--- src/pesm_defines.svh ---
`ifndef PESM_DEFINES_SVH
`define PESM_DEFINES_SVH

// Register byte addresses
`define PESM_ADDR_PHASE_SRC 16'hE600
`define PESM_ADDR_NOLOAD 16'hE608
`define PESM_ADDR_MASK 16'hE50C
`define PESM_ADDR_STATUS 16'hE510
`define PESM_ADDR_THRESH 16'hE514

// Status and mask bit positions
`define PESM_BIT_NL_TOT 0
`define PESM_BIT_NL_FUND 1
`define PESM_BIT_NL_APP 2
`define PESM_BIT_RST_DONE 15
`define PESM_BIT_SAG 16
`define PESM_BIT_OC 17
`define PESM_BIT_OV 18
`define PESM_BIT_SEQ 19
`define PESM_BIT_MISM 20
`define PESM_BIT_PKI 23
`define PESM_BIT_PKV 24
`define PESM_BIT_SIG 25

// Writable mask bits, implemented status bits, reserved read as zero
`define PESM_MASK_WR 32'h039F_FFFF
`define PESM_STATUS_IMPL 32'h039F_8007
`define PESM_PHSRC_IMPL 16'h7E38
`define PESM_MASK_RST 32'h0000_0000
`define PESM_FORCE_EN 32'h0000_8000

// Bus responses
`define PESM_RESP_OKAY 2'h0
`define PESM_RESP_SLVERR 2'h2

`endif

--- src/pesm_pkg.sv ---
package pesm_pkg;

    typedef enum logic [1:0] {
        PESM_SEQ_IDLE = 2'b00,
        PESM_SEQ_ARMED = 2'b01
    } pesm_seq_t;

    typedef struct packed {
        logic aw_held;
        logic [15:0] aw_addr;
        logic w_held;
        logic [31:0] w_data;
        logic [3:0] w_strb;
        logic bvalid;
        logic [1:0] bresp;
        logic rvalid;
        logic [1:0] rresp;
        logic [31:0] rdata;
        logic [31:0] mask;
        logic [31:0] status;
        logic [15:0] phase_src;
        logic [8:0] noload;
        logic [23:0] thresh;
        logic [31:0] sig_prev;
        logic sig_primed;
        pesm_seq_t seq;
        logic irq_b;
    } pesm_state_t;

endpackage : pesm_pkg

--- src/pesm_top.sv ---
`timescale 1ns/1ps
`include "pesm_defines.svh"

module pesm_top #(
    parameter bit P_HAS_FUND = 1'b1,
    parameter bit P_ACTIVE_ONLY = 1'b0
) (
    input wire logic I_SYS_CLK,
    input wire logic I_RST_B,
    input wire logic I_AWVALID,
    output logic O_AWREADY,
    input wire logic [15:0] I_AWADDR,
    input wire logic I_WVALID,
    output logic O_WREADY,
    input wire logic [31:0] I_WDATA,
    input wire logic [3:0] I_WSTRB,
    output logic O_BVALID,
    input wire logic I_BREADY,
    output logic [1:0] O_BRESP,
    input wire logic I_ARVALID,
    output logic O_ARREADY,
    input wire logic [15:0] I_ARADDR,
    output logic O_RVALID,
    input wire logic I_RREADY,
    output logic [31:0] O_RDATA,
    output logic [1:0] O_RRESP,
    input wire logic [2:0] I_SAG_PH,
    input wire logic [2:0] I_OVERCURRENT_PH,
    input wire logic [2:0] I_OVERVOLTAGE_PH,
    input wire logic I_ZX_RISE_A,
    input wire logic I_ZX_RISE_B,
    input wire logic I_ZX_RISE_C,
    input wire logic I_CURRENT_VLD,
    input wire logic [23:0] I_PHASE_CURRENT_SUM,
    input wire logic [23:0] I_NEUTRAL_CURRENT_SAMPLE,
    input wire logic I_CURRENT_PEAK_END,
    input wire logic I_VOLTAGE_PEAK_END,
    input wire logic [31:0] I_CONFIG_SIGNATURE,
    input wire logic I_RESET_DONE,
    input wire logic [2:0] I_TOTAL_NOLOAD_ACT,
    input wire logic [2:0] I_TOTAL_NOLOAD_REACT,
    input wire logic [2:0] I_FUND_NOLOAD,
    input wire logic [2:0] I_APPARENT_NOLOAD,
    output logic O_IRQ_B
);
    import pesm_pkg::*;

    pesm_state_t s_r;
    pesm_state_t s_nxt;

    logic aw_ok;
    logic w_ok;
    logic wr_go;
    logic [15:0] wr_addr;
    logic [31:0] wr_data;
    logic [3:0] wr_strb;
    logic [31:0] set_ev;
    logic [31:0] clr_ev;
    logic [2:0] nl_tot;
    logic [2:0] nl_fund;
    logic [8:0] nl_cur;
    logic [24:0] mism_abs;

    function automatic logic [31:0] pesm_lanes(input logic [3:0] strb);
        pesm_lanes = {{8{strb[3]}}, {8{strb[2]}}, {8{strb[1]}}, {8{strb[0]}}};
    endfunction : pesm_lanes

    function automatic logic [31:0] pesm_merge(input logic [31:0] old_v,
                                               input logic [31:0] new_v,
                                               input logic [3:0] strb);
        pesm_merge = (old_v & ~pesm_lanes(strb)) | (new_v & pesm_lanes(strb));
    endfunction : pesm_merge

    function automatic logic [31:0] pesm_enabled(input logic [31:0] m);
        // Reset-done cannot be masked, whatever bit 15 holds
        pesm_enabled = (m | `PESM_FORCE_EN) & `PESM_STATUS_IMPL;
    endfunction : pesm_enabled

    function automatic logic [24:0] pesm_abs_diff(input logic [23:0] a,
                                                  input logic [23:0] b);
        logic [24:0] d;
        d = {a[23], a} - {b[23], b};
        pesm_abs_diff = d[24] ? (25'h000_0000 - d) : d;
    endfunction : pesm_abs_diff

    // Each ready only while its own channel has nothing parked, so a stalled response back-pressures
    assign O_AWREADY = !s_r.aw_held && !s_r.bvalid;
    assign O_WREADY = !s_r.w_held && !s_r.bvalid;
    assign O_ARREADY = !s_r.rvalid;
    assign O_BVALID = s_r.bvalid;
    assign O_BRESP = s_r.bresp;
    assign O_RVALID = s_r.rvalid;
    assign O_RDATA = s_r.rdata;
    assign O_RRESP = s_r.rresp;
    assign O_IRQ_B = s_r.irq_b;

    always_comb begin
        s_nxt = s_r;

        // No-load levels per phase
        nl_tot = P_ACTIVE_ONLY ? I_TOTAL_NOLOAD_ACT
                               : (I_TOTAL_NOLOAD_ACT & I_TOTAL_NOLOAD_REACT);
        nl_fund = P_HAS_FUND ? I_FUND_NOLOAD : 3'h0;
        nl_cur = {I_APPARENT_NOLOAD, nl_fund, nl_tot};

        set_ev = 32'h0000_0000;
        // A phase newly entering no-load raises its group flag in the same edge
        set_ev[`PESM_BIT_NL_TOT] = |(nl_cur[2:0] & ~s_r.noload[2:0]);
        set_ev[`PESM_BIT_NL_FUND] = |(nl_cur[5:3] & ~s_r.noload[5:3]);
        set_ev[`PESM_BIT_NL_APP] = |(nl_cur[8:6] & ~s_r.noload[8:6]);
        set_ev[`PESM_BIT_RST_DONE] = I_RESET_DONE;
        set_ev[`PESM_BIT_SAG] = |I_SAG_PH;
        set_ev[`PESM_BIT_OC] = |I_OVERCURRENT_PH;
        set_ev[`PESM_BIT_OV] = |I_OVERVOLTAGE_PH;

        // Phase order watch: after A rises, B must rise before C
        case (s_r.seq)
            PESM_SEQ_IDLE: begin
                if (I_ZX_RISE_A) begin
                    s_nxt.seq = PESM_SEQ_ARMED;
                end
            end
            PESM_SEQ_ARMED: begin
                if (I_ZX_RISE_B) begin
                    s_nxt.seq = PESM_SEQ_IDLE;
                end else if (I_ZX_RISE_C) begin
                    set_ev[`PESM_BIT_SEQ] = 1'b1;
                    s_nxt.seq = PESM_SEQ_IDLE;
                end
            end
            default: begin
                s_nxt.seq = PESM_SEQ_IDLE;
            end
        endcase

        mism_abs = pesm_abs_diff(I_PHASE_CURRENT_SUM, I_NEUTRAL_CURRENT_SAMPLE);
        set_ev[`PESM_BIT_MISM] = I_CURRENT_VLD && (mism_abs > {1'b0, s_r.thresh});
        set_ev[`PESM_BIT_PKI] = I_CURRENT_PEAK_END;
        set_ev[`PESM_BIT_PKV] = I_VOLTAGE_PEAK_END;
        // First sample after reset only primes the compare, so no false change
        set_ev[`PESM_BIT_SIG] = s_r.sig_primed
                                && (I_CONFIG_SIGNATURE != s_r.sig_prev);
        s_nxt.sig_prev = I_CONFIG_SIGNATURE;
        s_nxt.sig_primed = 1'b1;

        // Write channel: address and data may arrive in either order
        aw_ok = s_r.aw_held || (I_AWVALID && O_AWREADY);
        w_ok = s_r.w_held || (I_WVALID && O_WREADY);
        wr_addr = s_r.aw_held ? s_r.aw_addr : I_AWADDR;
        wr_data = s_r.w_held ? s_r.w_data : I_WDATA;
        wr_strb = s_r.w_held ? s_r.w_strb : I_WSTRB;
        wr_go = aw_ok && w_ok && !s_r.bvalid;
        clr_ev = 32'h0000_0000;

        if (wr_go) begin
            s_nxt.aw_held = 1'b0;
            s_nxt.w_held = 1'b0;
            s_nxt.bvalid = 1'b1;
            s_nxt.bresp = `PESM_RESP_OKAY;
            case ({wr_addr[15:2], 2'b00})
                `PESM_ADDR_MASK: begin
                    s_nxt.mask = pesm_merge(s_r.mask, wr_data, wr_strb)
                                 & `PESM_MASK_WR;
                end
                `PESM_ADDR_STATUS: begin
                    clr_ev = wr_data & pesm_lanes(wr_strb);
                end
                `PESM_ADDR_THRESH: begin
                    s_nxt.thresh = 24'(pesm_merge({8'h00, s_r.thresh}, wr_data,
                                                  wr_strb));
                end
                `PESM_ADDR_PHASE_SRC, `PESM_ADDR_NOLOAD: begin
                    s_nxt.bresp = `PESM_RESP_OKAY;
                end
                default: begin
                    s_nxt.bresp = `PESM_RESP_SLVERR;
                end
            endcase
        end else begin
            if (I_AWVALID && O_AWREADY) begin
                s_nxt.aw_held = 1'b1;
                s_nxt.aw_addr = I_AWADDR;
            end
            if (I_WVALID && O_WREADY) begin
                s_nxt.w_held = 1'b1;
                s_nxt.w_data = I_WDATA;
                s_nxt.w_strb = I_WSTRB;
            end
        end
        if (s_r.bvalid && I_BREADY) begin
            s_nxt.bvalid = 1'b0;
        end

        // Set beats clear on the same edge
        s_nxt.status = ((s_r.status & ~clr_ev) | set_ev) & `PESM_STATUS_IMPL;

        // Phase sources follow their flag: cleared only with it
        s_nxt.phase_src[5:3] = (s_r.phase_src[5:3] & {3{!clr_ev[`PESM_BIT_OC]}})
                               | I_OVERCURRENT_PH;
        s_nxt.phase_src[11:9] = (s_r.phase_src[11:9] & {3{!clr_ev[`PESM_BIT_OV]}})
                                | I_OVERVOLTAGE_PH;
        s_nxt.phase_src[14:12] = (s_r.phase_src[14:12] & {3{!clr_ev[`PESM_BIT_SAG]}})
                                 | I_SAG_PH;
        s_nxt.phase_src = s_nxt.phase_src & `PESM_PHSRC_IMPL;
        s_nxt.noload = nl_cur;

        s_nxt.irq_b = ~|(s_nxt.status & pesm_enabled(s_nxt.mask));

        // Read channel
        if (I_ARVALID && O_ARREADY) begin
            s_nxt.rvalid = 1'b1;
            s_nxt.rresp = `PESM_RESP_OKAY;
            case ({I_ARADDR[15:2], 2'b00})
                `PESM_ADDR_PHASE_SRC: s_nxt.rdata = {16'h0000, s_r.phase_src};
                `PESM_ADDR_NOLOAD: s_nxt.rdata = {23'h00_0000, s_r.noload};
                `PESM_ADDR_MASK: s_nxt.rdata = s_r.mask;
                `PESM_ADDR_STATUS: s_nxt.rdata = s_r.status;
                `PESM_ADDR_THRESH: s_nxt.rdata = {8'h00, s_r.thresh};
                default: begin
                    s_nxt.rdata = 32'h0000_0000;
                    s_nxt.rresp = `PESM_RESP_SLVERR;
                end
            endcase
        end else if (s_r.rvalid && I_RREADY) begin
            s_nxt.rvalid = 1'b0;
        end
    end

    always_ff @(posedge I_SYS_CLK or negedge I_RST_B) begin
        if (!I_RST_B) begin
            s_r <= '0;
            s_r.irq_b <= 1'b1;
        end else begin
            s_r <= s_nxt;
        end
    end
endmodule : pesm_top

--- config.mk ---
export PLATFORM = sky130hd
export DESIGN_NAME = pesm_top
export DESIGN_NICKNAME = d
export VERILOG_FILES = /design/src/pesm_pkg.sv /design/src/pesm_top.sv
export VERILOG_INCLUDE_DIRS = /design/src /design/src/src
export SDC_FILE = /design/constraint.sdc
export NUM_CORES = 1
export LEC_CHECK = 0
export BUFFER_PORTS_ARGS = -buffer_cell sky130_fd_sc_hd__buf_2
export CAP_MARGIN = 20
export CORE_MARGIN = 10
export CORE_UTILIZATION = 50
export DETAILED_ROUTE_END_ITERATION = 10
export GPL_TIMING_DRIVEN = 1
export PLACE_DENSITY = 0.74
export SLEW_MARGIN = 30
export SYNTH_ARGS = -nofsm -noshare
export SYNTH_HDL_FRONTEND = slang
export SYNTH_SLANG_ARGS = --single-unit
--- constraint.sdc ---
create_clock -name I_SYS_CLK -period 7.6 [get_ports I_SYS_CLK]
set_input_delay 0.76 -clock I_SYS_CLK [delete_from_list [all_inputs] [get_ports I_SYS_CLK]]
set_output_delay 0.76 -clock I_SYS_CLK [all_outputs]
set_load 0.01 [all_outputs]
==> summary.txt <==
STA
  • Setup tns final: 0 ns
  • Min Tclk post-route: 4.94 ns
  • Final hold vios: 0
  • Setup Skew: 0.00932 ns
  • Achievable frequency: between 0.2 and 0.25 GHz
  • Worst-margin pin slew: 0.864 ns
  • Unrepaired setup endpoints after global routing: false
  • Finish-stage setup viols: 0
  • Slew margin rel.: 0.424
  • Max Slew Vio Count: 0
  • Period utilization: 0.650

Clock tree
  • Skew-Pair Late Insertion Delay: 0.43 ns
  • Worst-case clock buffer depth: 2
  • Hold Buf Count CTS: 0
  • Setup Buffers After CTS: 0
  • Clock-pin slew on the worst setup and hold paths: 0.07 ns
  • CTS resizes: 0
  • Clock Sinks: 189
  • # H-tree levels: 4
  • CTS tree: done
  • Clk root buf: clkbuf_16
  • TritonCTS Buffers: 17

Setup path
  • R2R depth: 9
  • CP max stage delay: 0.62 ns
  • Max Fanout on Critical Path: 5
  • Top cell by count, worst path: a21o_1
  • Critical path startpoint category: input pin
  • Setup CP Type: input pin to flip-flop
  • Critical path arrival: 5.25 ns
  • Worst setup EP type: flip-flop
  • Worst setup path end: s_r[105]
  • RR Startpoint: s_r[240]
  • Slowest CP cell: o31ai_1
  • R2R setup slack: around 4 ns
  • CP Launch Point: I_PHASE_CURRENT_SUM[2]
  • Worst EP required: 7.92 ns
  • RR Endpoint: O_IRQ_B
  • CP Cell Sequence: buf_2, ha_1, nor2b_1, o31ai_1, a211oi_1, or2_1, xnor2_1, and4_1, a31oi_1, xor2_1, ha_1, a21o_1, a21o_1, a21o_1, a21o_1, a21oi_1, a21boi_0, o21ai_0, o31ai_1, nand2b_1

Routing
  • Drt pass-1 iters: 7
  • DR DRC count: 0
  • WL/cell: 18.3 µm
  • Detailed-route via count: 8830
  • Iter 0 DRT Violations: 668
  • Vias per inst: 5.63
  • Routed WL: roughly 29 mm
  • ANT nets after route: 0

Synthesis
  • Area contributors post-synth: dfrtp_1 43%, mux2_2 6.2%, ha_1 5.6%
  • Yosys top cell area share: 0.432
  • Post-Synthesis Cells: 1112
  • Async SR Flop Fraction: 1.00
  • Post-synth EDFFs: 0
  • Dominant synthesized flop cell: dfrtp_1
  • Mapped cell area: 0.0109 mm²
  • Count leader, synth: dfrtp_1
  • Synth Register Bits: 189
  • Mapped Avg Cell Area: 9.80 µm²
  • Synth top cells by count: 188 x dfrtp_1, 102 x nand2_1, 74 x inv_1
  • Distinct cells, synth: 77
  • Yosys top cell by area: dfrtp_1
  • Seq/Total Area, Yosys: 0.434
  • Synth warn: 0

Layout
  • Core Util, Final: 0.593
  • Area delta synth->final: 15.5%
  • Fill count: 1864
  • Final nets: approximately 1500
  • Layout cells sized above 1: 0.248

Floorplan
  • Chip height: 168 µm
  • FP Rows: 53
  • Die area: 0.0281 mm²
  • Chip width: 168 µm
  • Core area: between 0.02 and 0.025 mm²
  • # IOs: between 200 and 250
  • Starting Density: 0.513

Global route
  • Largest net degree at the start of global routing: 71
  • Total global routing overflow: 0
  • Number of global-route vias before repair: around 9000
  • Global Route Usage Sum: 0.200
  • First-pass GRT wire length: 46.1 mm
  • Antenna violations before repair: 8

Power
  • Leak pwr: 5.84 nW
  • IR drop worst, VDD: about 0.00018 V
  • Pwr/cell area: 239 mW/mm²

Min path
  • Hold crit path type: input pin to async pin

Placement
  • Global placement routability congestion: between 0.8 and 0.9
  • HPWL Detailed: 22.0 mm
  • IO buf count: ~200

Job
  • MaxCap Viol Count: 0

Outcome
  • Status: complete, no violations
-- metrics by stage --
stage / hold WS (ns) / worst slack, ns / area (µm²) / total power [mW] / cells
6_report: 0.259 / 2.66 / 12600 / 3.00 / 1568
5_1_grt: 0.286 / 2.35 / 12600 / 3.17 / 1565
4_1_cts: 0.273 / 2.76 / 12600 / 3.02 / 1564
3_5_place_dp: 0.457 / 2.31 / 12000 / 2.11 / 1532
3_3_place_gp: 0.451 / 2.37 / 11900 / 2.07 / 1532
2_1_floorplan: 0.440 / 2.94 / 10900 / 1.87 / 1119
-- logic make-up after synthesis --
kind of cell / Yosys count / share of synthesized area
multiplexers: 89 / 0.0887
other: 2 / 0.000689
flip-flops: 189 / 0.434
buffers and inverters: 151 / 0.0655
AND/OR/NAND/NOR: 282 / 0.129
adder cells (fa/ha/maj): 50 / 0.0581
AO/OA/AOI/OAI: 279 / 0.167
XOR/XNOR: 70 / 0.0563
-- layout make-up --
class | count | area [µm²] | area share
clock buffer | 21 | 480 | 0.0382
sequential | 189 | 4730 | 0.376
timing repair buffer | 215 | 1100 | 0.0878
tap | 275 | 344 | 0.0273
antenna | 4 | 10.0 | 0.000796
multi-input combinational | 779 | 5500 | 0.437
clock inverter | 11 | 130 | 0.0103
inverter | 74 | 278 | 0.0221
-- power breakdown --
| part | internal, mW | switching, mW |
|---|---|---|
| clock network | 0.524 | 0.392 |
| registers | 1.15 | 0.0904 |
| logic | 0.397 | 0.446 |
| total | 2.08 | 0.928 |
-- critical path, delay by kind of cell --
| family | cells | cell delay [ns] |
|---|---|---|
| compound gates | 11 | 2.20 |
| simple gates | 4 | 1.00 |
| fa+ha+maj | 2 | 0.65 |
| xor+xnor | 2 | 0.55 |
| buf+inv | 1 | 0.10 |
-- worst min-delay path by stage --
stage,depth (start not counted),start,end
after CTS,1,I_RST_B,s_r[236]
after floorplan,2,O_RDATA[21],O_RDATA[21]
after global placement,2,O_RDATA[22],O_RDATA[22]
final,1,I_RST_B,s_r[22]
after global routing,1,I_RST_B,s_r[22]
after detailed placement,2,O_RDATA[21],O_RDATA[21]
-- layer usage --
| metal | vias up | track usage | part of all wire |
|---|---|---|---|
| met3 | 27 | 0.0707 | 0.080 |
| met1 | 4251 | 0.247 | 0.42 |
| met5 | - | 0 | 0.0012 |
| met4 | 6 | 0.0409 | 0.012 |
| met2 | 277 | 0.330 | 0.48 |
| li1 | 4269 | - | - |
-- placed cells by master (no fill, tap or decap), types with 31 or more instances in the layout --
cell     instances
buf_2          205
a21oi_1         69
nand2_1        101
nor2_1          57
mux2_2          60
xor2_1          47
dfrtp_1        187
ha_1            49
o21ai_1         31
o21ai_0         50
inv_1           74
Note: power is estimated with default switching activity, not from simulation.
